## src/design/ast_pkg.sv

```systemverilog
// Purpose: shared constants and types for the serial converter link
// Assumes: 50 MHz reference clock on both ends
// Notes: qualification, conversion and end-of-conversion counts derive from nanosecond figures
package ast_pkg;
  localparam int CLK_PERIOD_NS = 20;
  localparam int RES_W = 10;
  localparam int ADDR_W = 4;
  localparam int CNT_W = 5;
  // chip-select qualification: setup plus two internal clock edges
  localparam int CS_QUAL_NS = 1425;
  localparam int CS_QUAL_CYC = (CS_QUAL_NS + CLK_PERIOD_NS - 1) / CLK_PERIOD_NS;
  // longest conversion time, rounded down
  localparam int CONV_NS = 21000;
  localparam int CONV_CYC = CONV_NS / CLK_PERIOD_NS;
  // tenth falling shift edge to end-of-conversion low, longest
  localparam int EOC_FALL_NS = 240;
  localparam int EOC_FALL_CYC =
    (EOC_FALL_NS + CLK_PERIOD_NS - 1) / CLK_PERIOD_NS;
  localparam int SYNC_CYC = 3;
  // host shift clock half period, 80 ns full period
  localparam int IO_HALF_CYC = 2;
  localparam logic [CNT_W-1:0] XFER_SHORT = 5'h0a;
  localparam logic [CNT_W-1:0] XFER_MIN = 5'h0b;
  localparam logic [CNT_W-1:0] XFER_MAX = 5'h10;
  localparam logic [CNT_W-1:0] ACQ_FIRST = 5'h04;
  localparam logic [CNT_W-1:0] ADDR_LAST = 5'h04;
  localparam logic [3:0] MSB_IDX = 4'h9;
  localparam logic [ADDR_W-1:0] SELF_MID = 4'hb;
  localparam logic [ADDR_W-1:0] SELF_ZERO = 4'hc;
  localparam logic [ADDR_W-1:0] SELF_FULL = 4'hd;
  localparam logic [RES_W-1:0] CODE_MID = 10'h200;
  localparam logic [RES_W-1:0] CODE_ZERO = 10'h000;
  localparam logic [RES_W-1:0] CODE_FULL = 10'h3ff;
  localparam logic [RES_W-1:0] RESULT_RST = 10'h000;
  typedef enum logic {AST_CV_IDLE, AST_CV_BUSY} ast_conv_t;
  typedef enum logic [2:0] {
    AST_H_IDLE, AST_H_SETUP, AST_H_WAIT_EOC, AST_H_LOW, AST_H_HIGH,
    AST_H_END
  } ast_host_t;
endpackage

```

## src/design/ast_link_if.sv

```systemverilog
// Purpose: four-wire serial link plus end-of-conversion line
// Assumes: host makes chip select, shift clock and address
// Notes: data output enable marks when the device drives the line
`timescale 1ns/1ps
`default_nettype none
interface ast_link_if;
  logic csN;
  logic ioClk;
  logic addrBit;
  logic dataOut;
  logic dataOutEn;
  logic eoc;
  modport device (
    input csN,
    input ioClk,
    input addrBit,
    output dataOut,
    output dataOutEn,
    output eoc
  );
  modport host (
    output csN,
    output ioClk,
    output addrBit,
    input dataOut,
    input dataOutEn,
    input eoc
  );
endinterface
`default_nettype wire

```

## src/design/ast_host.sv

```systemverilog
// Purpose: host serial port driving the converter link
// Assumes: shift clock made here by dividing the reference clock
// Notes: result returned is the previous conversion's code
`timescale 1ns/1ps
`default_nettype none
module ast_host #(
  parameter int unsigned HALF_CYC = ast_pkg::IO_HALF_CYC,
  parameter int unsigned SETUP_CYC = ast_pkg::CS_QUAL_CYC +
    ast_pkg::SYNC_CYC + 1,
  parameter int unsigned EOC_WAIT_CYC = ast_pkg::EOC_FALL_CYC +
    ast_pkg::SYNC_CYC
) (
  input wire logic ref_clk,
  input wire logic reset,
  input wire logic clkEn,
  ast_link_if.host link,
  input wire logic start,
  input wire logic [ast_pkg::ADDR_W-1:0] addrIn,
  input wire logic [ast_pkg::CNT_W-1:0] clkCount,
  input wire logic useCs,
  output logic ready,
  output logic [ast_pkg::RES_W-1:0] result,
  output logic resultValid
);
  localparam int TW = $clog2(SETUP_CYC + EOC_WAIT_CYC + HALF_CYC + 1);
  localparam logic [TW-1:0] HALF_LAST = TW'(HALF_CYC - 1);
  localparam logic [TW-1:0] SETUP_LAST = TW'(SETUP_CYC - 1);
  localparam logic [TW-1:0] EOC_LAST = TW'(EOC_WAIT_CYC - 1);

  ast_pkg::ast_host_t state_r, state_nxt;
  logic [TW-1:0] timer_r, timer_nxt;
  logic csN_r, csN_nxt;
  logic ioClk_r, ioClk_nxt;
  logic [ast_pkg::ADDR_W-1:0] addrSh_r, addrSh_nxt;
  logic addrBit_r, addrBit_nxt;
  logic [ast_pkg::CNT_W-1:0] pulse_r, pulse_nxt;
  logic [ast_pkg::CNT_W-1:0] target_r, target_nxt;
  logic useCs_r, useCs_nxt;
  logic [ast_pkg::RES_W-1:0] rx_r, rx_nxt;
  logic [ast_pkg::RES_W-1:0] result_r, result_nxt;
  logic valid_r, valid_nxt;
  logic eocS1_r, eocS2_r, eocS3_r;
  logic datS1_r, datS2_r, datS3_r;

  // toggled select: 11..16 pulses; held low: 10 or exactly 16
  wire [ast_pkg::CNT_W-1:0] csCnt =
    (clkCount < ast_pkg::XFER_MIN) ? ast_pkg::XFER_MIN :
    (clkCount > ast_pkg::XFER_MAX) ? ast_pkg::XFER_MAX : clkCount;
  wire [ast_pkg::CNT_W-1:0] heldCnt = (clkCount >= ast_pkg::XFER_MAX) ?
    ast_pkg::XFER_MAX : ast_pkg::XFER_SHORT;
  wire [ast_pkg::CNT_W-1:0] legalCnt = useCs ? csCnt : heldCnt;
  wire timerHalf = timer_r == HALF_LAST;
  wire eocHigh = eocS2_r && eocS3_r;
  wire lastPulse = (pulse_r + 5'h01) == target_r;
  wire rxTake = pulse_r < ast_pkg::XFER_SHORT;

  always_comb begin
    state_nxt = state_r;
    timer_nxt = timer_r + 1'b1;
    csN_nxt = csN_r;
    ioClk_nxt = ioClk_r;
    addrSh_nxt = addrSh_r;
    addrBit_nxt = addrBit_r;
    pulse_nxt = pulse_r;
    target_nxt = target_r;
    useCs_nxt = useCs_r;
    rx_nxt = rx_r;
    result_nxt = result_r;
    valid_nxt = 1'b0;
    case (state_r)
      ast_pkg::AST_H_IDLE: begin
        timer_nxt = '0;
        if (start) begin
          addrSh_nxt = addrIn;
          target_nxt = legalCnt;
          useCs_nxt = useCs;
          pulse_nxt = '0;
          if (csN_r) begin
            csN_nxt = 1'b0;
            state_nxt = ast_pkg::AST_H_SETUP;
          end else begin
            state_nxt = ast_pkg::AST_H_WAIT_EOC;
          end
        end
      end
      ast_pkg::AST_H_SETUP: begin
        if (timer_r == SETUP_LAST) begin
          timer_nxt = '0;
          state_nxt = ast_pkg::AST_H_WAIT_EOC;
        end
      end
      ast_pkg::AST_H_WAIT_EOC: begin
        // let a falling end-of-conversion reach us before trusting it
        if (timer_r >= EOC_LAST) begin
          timer_nxt = timer_r;
        end
        if (timer_r >= EOC_LAST && eocHigh) begin
          timer_nxt = '0;
          addrBit_nxt = addrSh_r[ast_pkg::ADDR_W-1];
          addrSh_nxt = {addrSh_r[ast_pkg::ADDR_W-2:0], 1'b0};
          state_nxt = ast_pkg::AST_H_LOW;
        end
      end
      ast_pkg::AST_H_LOW: begin
        if (timerHalf) begin
          timer_nxt = '0;
          ioClk_nxt = 1'b1;
          state_nxt = ast_pkg::AST_H_HIGH;
        end
      end
      ast_pkg::AST_H_HIGH: begin
        if (timerHalf) begin
          timer_nxt = '0;
          ioClk_nxt = 1'b0;
          if (rxTake) begin
            rx_nxt = {rx_r[ast_pkg::RES_W-2:0], datS3_r};
          end
          pulse_nxt = pulse_r + 1'b1;
          if (lastPulse) begin
            state_nxt = ast_pkg::AST_H_END;
          end else begin
            addrBit_nxt = addrSh_r[ast_pkg::ADDR_W-1];
            addrSh_nxt = {addrSh_r[ast_pkg::ADDR_W-2:0], 1'b0};
            state_nxt = ast_pkg::AST_H_LOW;
          end
        end
      end
      ast_pkg::AST_H_END: begin
        addrBit_nxt = 1'b0;
        if (useCs_r) begin
          csN_nxt = 1'b1;
        end
        // high select must be held long enough for the device to see it
        if (!useCs_r || timer_r == SETUP_LAST) begin
          result_nxt = rx_r;
          valid_nxt = 1'b1;
          timer_nxt = '0;
          state_nxt = ast_pkg::AST_H_IDLE;
        end
      end
      default: state_nxt = ast_pkg::AST_H_IDLE;
    endcase
  end

  always_ff @(posedge ref_clk or posedge reset) begin
    if (reset) begin
      eocS1_r <= 1'b0;
      eocS2_r <= 1'b0;
      eocS3_r <= 1'b0;
      datS1_r <= 1'b0;
      datS2_r <= 1'b0;
      datS3_r <= 1'b0;
    end else if (clkEn) begin
      eocS1_r <= link.eoc;
      eocS2_r <= eocS1_r;
      eocS3_r <= eocS2_r;
      datS1_r <= link.dataOut;
      datS2_r <= datS1_r;
      datS3_r <= datS2_r;
    end
  end

  always_ff @(posedge ref_clk or posedge reset) begin
    if (reset) begin
      state_r <= ast_pkg::AST_H_IDLE;
      timer_r <= '0;
      csN_r <= 1'b1;
      ioClk_r <= 1'b0;
      addrSh_r <= '0;
      addrBit_r <= 1'b0;
      pulse_r <= '0;
      target_r <= ast_pkg::XFER_SHORT;
      useCs_r <= 1'b1;
      rx_r <= '0;
      result_r <= ast_pkg::RESULT_RST;
      valid_r <= 1'b0;
    end else if (clkEn) begin
      state_r <= state_nxt;
      timer_r <= timer_nxt;
      csN_r <= csN_nxt;
      ioClk_r <= ioClk_nxt;
      addrSh_r <= addrSh_nxt;
      addrBit_r <= addrBit_nxt;
      pulse_r <= pulse_nxt;
      target_r <= target_nxt;
      useCs_r <= useCs_nxt;
      rx_r <= rx_nxt;
      result_r <= result_nxt;
      valid_r <= valid_nxt;
    end
  end

  assign link.csN = csN_r;
  assign link.ioClk = ioClk_r;
  assign link.addrBit = addrBit_r;
  assign ready = state_r == ast_pkg::AST_H_IDLE;
  assign result = result_r;
  assign resultValid = valid_r;
endmodule
`default_nettype wire

```

## src/flat_wrapper.sv

```systemverilog
// flat-port wrapper written by rule: the top's interface ports become plain ports
module ast_host_flat 
#(
  parameter int unsigned HALF_CYC = ast_pkg::IO_HALF_CYC,
  parameter int unsigned SETUP_CYC = ast_pkg::CS_QUAL_CYC +
    ast_pkg::SYNC_CYC + 1,
  parameter int unsigned EOC_WAIT_CYC = ast_pkg::EOC_FALL_CYC +
    ast_pkg::SYNC_CYC
)
  (ref_clk, reset, clkEn, start, addrIn, clkCount, useCs, ready, result, resultValid, link_csN, link_ioClk, link_addrBit, link_dataOut, link_dataOutEn, link_eoc);
  ast_link_if link_i ();
  input wire logic ref_clk;
  input wire logic reset;
  input wire logic clkEn;
  input wire logic start;
  input wire logic [ast_pkg::ADDR_W-1:0] addrIn;
  input wire logic [ast_pkg::CNT_W-1:0] clkCount;
  input wire logic useCs;
  output logic ready;
  output logic [ast_pkg::RES_W-1:0] result;
  output logic resultValid;
  output wire logic [$bits(link_i.csN)-1:0] link_csN;
  output wire logic [$bits(link_i.ioClk)-1:0] link_ioClk;
  output wire logic [$bits(link_i.addrBit)-1:0] link_addrBit;
  input wire logic [$bits(link_i.dataOut)-1:0] link_dataOut;
  input wire logic [$bits(link_i.dataOutEn)-1:0] link_dataOutEn;
  input wire logic [$bits(link_i.eoc)-1:0] link_eoc;
  assign link_csN = link_i.csN;
  assign link_ioClk = link_i.ioClk;
  assign link_addrBit = link_i.addrBit;
  assign link_i.dataOut = link_dataOut;
  assign link_i.dataOutEn = link_dataOutEn;
  assign link_i.eoc = link_eoc;
  ast_host #(.HALF_CYC(HALF_CYC), .SETUP_CYC(SETUP_CYC), .EOC_WAIT_CYC(EOC_WAIT_CYC)) u_core (.ref_clk(ref_clk), .reset(reset), .clkEn(clkEn), .link(link_i), .start(start), .addrIn(addrIn), .clkCount(clkCount), .useCs(useCs), .ready(ready), .result(result), .resultValid(resultValid));
endmodule
```

## config.mk

```make
export PLATFORM = sky130hd
export DESIGN_NAME = ast_host_flat
export DESIGN_NICKNAME = d
export VERILOG_FILES = /design/src/design/ast_pkg.sv /design/src/design/ast_link_if.sv /design/src/design/ast_host.sv /design/src/flat_wrapper.sv
export SDC_FILE = /design/constraint.sdc
export NUM_CORES = 1
export LEC_CHECK = 0
export BUFFER_PORTS_ARGS = -buffer_cell sky130_fd_sc_hd__buf_4
export CORE_UTILIZATION = 52
export CTS_CLUSTER_DIAMETER = 50
export DETAILED_ROUTE_END_ITERATION = 8
export PLACE_DENSITY = 0.73
export REMOVE_ABC_BUFFERS = 1
export SETUP_SLACK_MARGIN = 0.02
export SYNTH_ARGS = -nofsm -noshare
export SYNTH_HDL_FRONTEND = slang
export SYNTH_SLANG_ARGS = --single-unit
```

## constraint.sdc

```tcl
create_clock -name ref_clk -period 2.1 [get_ports ref_clk]
set_input_delay 0.105 -clock ref_clk [delete_from_list [all_inputs] [get_ports ref_clk]]
set_output_delay 0.105 -clock ref_clk [all_outputs]
set_load 0.02 [all_outputs]
```

==> results.rst <==
.. list-table::
   :header-rows: 1

   * - Metric
     - Value
   * - Status
     - completed
   * - Timing-limited maximum frequency
     - 486 MHz
   * - Total Routed Length
     - 5940 um
   * - Clock edge transition at the registers on the reported setup and hold paths
     - 0.11 ns
   * - Internal reg-to-reg setup slack
     - 0.04 ns
   * - Static Leakage
     - 1.71 nW
   * - Area of the placeable core
     - 5240 um^2
   * - Power share of the clock group
     - 15.6%
   * - Largest voltage drop on the vdd net
     - 0.681 mV
   * - Cell at the slowest stage of the critical path
     - sky130_fd_sc_hd__dfrtp_1
   * - Post-route fraction of the period consumed by the critical path
     - 98.0%
   * - First drt pass iteration count
     - 4
   * - Antenna violations before repair
     - 0
   * - Die width
     - 76.6 um
   * - Pwr per Cell Area
     - 1100 nW/um^2
   * - Worst slack on hold paths
     - 0.0198 ns
   * - Actual slew at the worst max-slew pin
     - 0.763 ns
   * - Net count, final
     - 337
   * - CTS tree
     - built
   * - Worst Path Class, Setup
     - reg2reg
   * - Diodes inserted
     - 0
   * - H-Tree Level Count
     - 2
   * - Share of cells above drive strength 1
     - 45.1%
   * - Sw frac
     - 37.3%
   * - Beginning of the worst hold path
     - link_eoc
   * - Sequential fraction of design power
     - 36.8%
   * - Via-per-instance ratio
     - 5.48
   * - Final standard cell count with taps included and fillers excluded
     - 387
   * - Worst rel slew slack
     - 49.0%
   * - Die Ht
     - 76.6 um
   * - Sequence of cells on the critical path
     - buf_4, ha_1, o211ai_1, a21oi_2, o22ai_4, nor4_4, buf_4, mux2_4
   * - Routability cong.
     - 0.842
   * - Unrepaired setup endpoints after global routing
     - true
   * - P&R area growth vs syn
     - 26.2%
   * - EDFF count, synth
     - 0
   * - Clock Latency Late Sink
     - 0.31 ns
   * - Crit path largest cell delay
     - 0.39 ns
   * - Vias in the first global route
     - 2094
   * - Mean cell area of the mapped netlist
     - 11.5 um^2
   * - Count of pins over their slew limit
     - 0
   * - HP Class
     - in2reg
   * - Arrival time of data at the critical path endpoint
     - 2.26 ns
   * - Mapped Area
     - 2890 um^2
   * - Number of routed nets with antenna violations
     - 0
   * - Clock tree root driver cell
     - sky130_fd_sc_hd__clkbuf_8
   * - Net load switching power
     - 1.50 mW
   * - Setup TNS
     - 0 ns
   * - Critical path fanouts, max
     - 5
   * - Critical Path Source Type
     - register
   * - Worst Path Required
     - 2.31 ns
   * - Detailed-route via count
     - 2121
   * - Row count
     - 26
   * - Post-detail-place hpwl
     - 4180 um
   * - Clock Sinks
     - 55
   * - Count of final setup violators
     - 0
   * - Top-Level Pins
     - 32
   * - DRC violation count after routing
     - 0
   * - P_int
     - 2.51 mW
   * - Synthesis-stage register bit count
     - 55
   * - Max-cap viol count
     - 0
   * - Share of power burned in combinational logic
     - 47.6%
   * - Post-route total power
     - 4.01 mW
   * - Final critical path time including I/O delays and setup
     - 2.06 ns
   * - Post-placement cell count
     - 371
   * - Total congestion overflow after global routing
     - 0
   * - CTS Buf Count
     - 5
   * - Number of instances in the synthesized netlist
     - 251
   * - Cell variety after synth
     - 55
   * - Post-synthesis async set-or-reset flop share
     - 100%
   * - Summed area of non-filler cells in the final layout
     - 3650 um^2
   * - Avg WL per Cell
     - 15.3 um
   * - Number of synthesis warnings
     - 0
   * - Effective utilization at floorplan
     - 55.2%
   * - Global-route wire length before repair
     - 9970 um
   * - Largest net degree at the start of global routing
     - 38
   * - Cell type group with the largest total delay on the critical path
     - compound AO/OA/AOI/OAI gates
   * - Max Clock Skew
     - 0.00528 ns
   * - Placed instance area
     - 3370 um^2
   * - Worst path buffer plus inverter count
     - 2
   * - Global-route total usage across every layer
     - 21.8%
   * - IO Port Bufs
     - 30
   * - Max clock buf depth
     - 2
   * - Capturing element type of the critical path
     - register
   * - Final number of hold-violating endpoints
     - 0
   * - Most frequent CP cell
     - sky130_fd_sc_hd__buf_4
   * - Die area
     - 5870 um^2
   * - Worst setup path start
     - u_core.timer_r[1]$_DFFE_PP0P_
   * - Worst reg2reg startpoint
     - u_core.timer_r[1]$_DFFE_PP0P_
   * - Starting DRC count in detailed routing
     - 74
   * - Sequential fraction of the synthesis area
     - 47.8%
   * - Primary FF master, synth
     - sky130_fd_sc_hd__dfrtp_1
registers in the layout, summed over array words and instances (netlist names):
register	flops
u_core.addrSh_r	4
u_core.datS1_r	1
u_core.datS2_r	1
u_core.datS3_r	1
u_core.eocS1_r	1
u_core.eocS2_r	1
u_core.eocS3_r	1
u_core.link.addrBit	1
u_core.link.csN	1
u_core.link.ioClk	1
u_core.pulse_r	5
u_core.result	10
u_core.resultValid	1
u_core.rx_r	10
u_core.state_r	3
u_core.target_r	5
u_core.timer_r	7
u_core.useCs_r	1
worst register-to-register path: cells and delay by family (launching register included):
kind | cells | cell delay, ns
AOI/OAI and AO/OA | 3 | 0.68
adders and majority gates | 1 | 0.17
buffers and inverters | 2 | 0.33
DFF | 1 | 0.39
muxes | 1 | 0.29
and+or+nand+nor | 1 | 0.09
logic make-up after synthesis:
kind of cell | share of synthesized area, %
AND/OR/NAND/NOR | 18.2
buffers and inverters | 3.16
adder cells (fa/ha/maj) | 1.73
multiplexers | 16.0
flip-flops | 47.8
AO/OA/AOI/OAI | 10.3
XOR/XNOR | 2.90
synthesized netlist by cell type, types with 3 or more instances:
| library cell | count | share of area [%] |
|---|---|---|
| sky130_fd_sc_hd__mux2_4 | 13 | 6.7 |
| sky130_fd_sc_hd__clkbuf_1 | 5 | 0.65 |
| sky130_fd_sc_hd__xnor2_1 | 3 | 0.91 |
| sky130_fd_sc_hd__nand4_1 | 3 | 0.65 |
| sky130_fd_sc_hd__mux2_2 | 20 | 7.8 |
| sky130_fd_sc_hd__nor2_1 | 13 | 1.7 |
| sky130_fd_sc_hd__o21ai_1 | 4 | 0.69 |
| sky130_fd_sc_hd__nand3_1 | 9 | 1.6 |
| sky130_fd_sc_hd__and2_1 | 3 | 0.65 |
| sky130_fd_sc_hd__nor2b_1 | 3 | 0.65 |
| sky130_fd_sc_hd__ha_1 | 4 | 1.7 |
| sky130_fd_sc_hd__nand2_1 | 24 | 3.1 |
| sky130_fd_sc_hd__o31ai_1 | 6 | 1.6 |
| sky130_fd_sc_hd__dfstp_2 | 4 | 3.6 |
| sky130_fd_sc_hd__o21ai_0 | 13 | 2.2 |
| sky130_fd_sc_hd__nor3_1 | 6 | 1.0 |
| sky130_fd_sc_hd__dfrtp_1 | 51 | 44 |
| sky130_fd_sc_hd__inv_1 | 11 | 1.4 |
| sky130_fd_sc_hd__mux2i_1 | 3 | 1.0 |
| sky130_fd_sc_hd__xor2_1 | 4 | 1.2 |
| sky130_fd_sc_hd__a21oi_1 | 4 | 0.69 |
| sky130_fd_sc_hd__or3b_1 | 3 | 0.91 |
| sky130_fd_sc_hd__o41ai_1 | 4 | 1.2 |
placed cells by master, fill, tap and decap left out, drive strengths merged, types with 3 or more instances in the layout:
cell / count
a21oi: 4
and2: 3
buf: 65
clkbuf: 5
dfrtp: 51
dfstp: 4
ha: 4
inv: 12
mux2: 34
mux2i: 3
nand2: 24
nand3: 9
nand4: 4
nor2: 13
nor2b: 3
nor3: 7
nor4: 5
o21ai: 18
o22ai: 3
o31ai: 6
o41ai: 4
or3b: 3
xnor2: 3
xor2: 4
what timing repair did:
action	in CTS	in global routing
pin swaps	0	6
hold buffers	2	0
endpoints found under the hold margin	35	0
endpoints found under the setup margin	6	23
buffers inserted	1	5
resized for setup	2	24
worst paths after layout:
path,endpoint,cells past startpoint
setup / recovery,u_core.addrSh_r[2]$_DFFE_PP0P_,8
hold / removal,u_core.eocS1_r$_DFFE_PP0P_,2
setup reg to reg,u_core.addrSh_r[2]$_DFFE_PP0P_,8
hold reg to reg,u_core.target_r[3]$_DFFE_PP1P_,2
max in group asynchronous,u_core.result[3]$_DFFE_PP0P_,4
min in group asynchronous,u_core.eocS1_r$_DFFE_PP0P_,3
layer usage:
| metal | GRT usage, % | up-vias | share of wire [%] |
|---|---|---|---|
| li1 | - | 1041 | - |
| met1 | 28.9 | 1042 | 46 |
| met2 | 36.1 | 33 | 50 |
| met3 | 3.59 | 5 | 2.8 |
| met4 | 7.50 | 0 | 1.3 |
| met5 | 0 | - | 0 |
power by group through the flow:
stage | clock network [mW] | registers (mW) | logic [mW]
floorplan | 0 | 1.52 | 0.975
global placement | 0 | 1.49 | 1.57
detailed placement | 0 | 1.50 | 1.61
CTS | 0.649 | 1.48 | 1.65
global route | 0.679 | 1.51 | 2.07
finish | 0.626 | 1.48 | 1.91
through the flow:
step	utilization, %	setup WS [ns]
floorplan	-	-0.0145
global placement	64.4	0.0496
detailed placement	64.4	0.0120
CTS	67.0	0.0240
global route	69.7	-0.0701
finish	69.7	0.0420
cell type report:
cell class	instances	area (um^2)
Tap cell	70	87.6
Sequential cell	55	1390
Clock buffer	5	68.8
Clock inverter	3	27.5
Inverter	11	45.0
Multi-Input combinational cell	176	1510
Fill cell	397	1590
Timing Repair Buffer	67	523
Note: power is estimated with default switching activity, not from simulation.
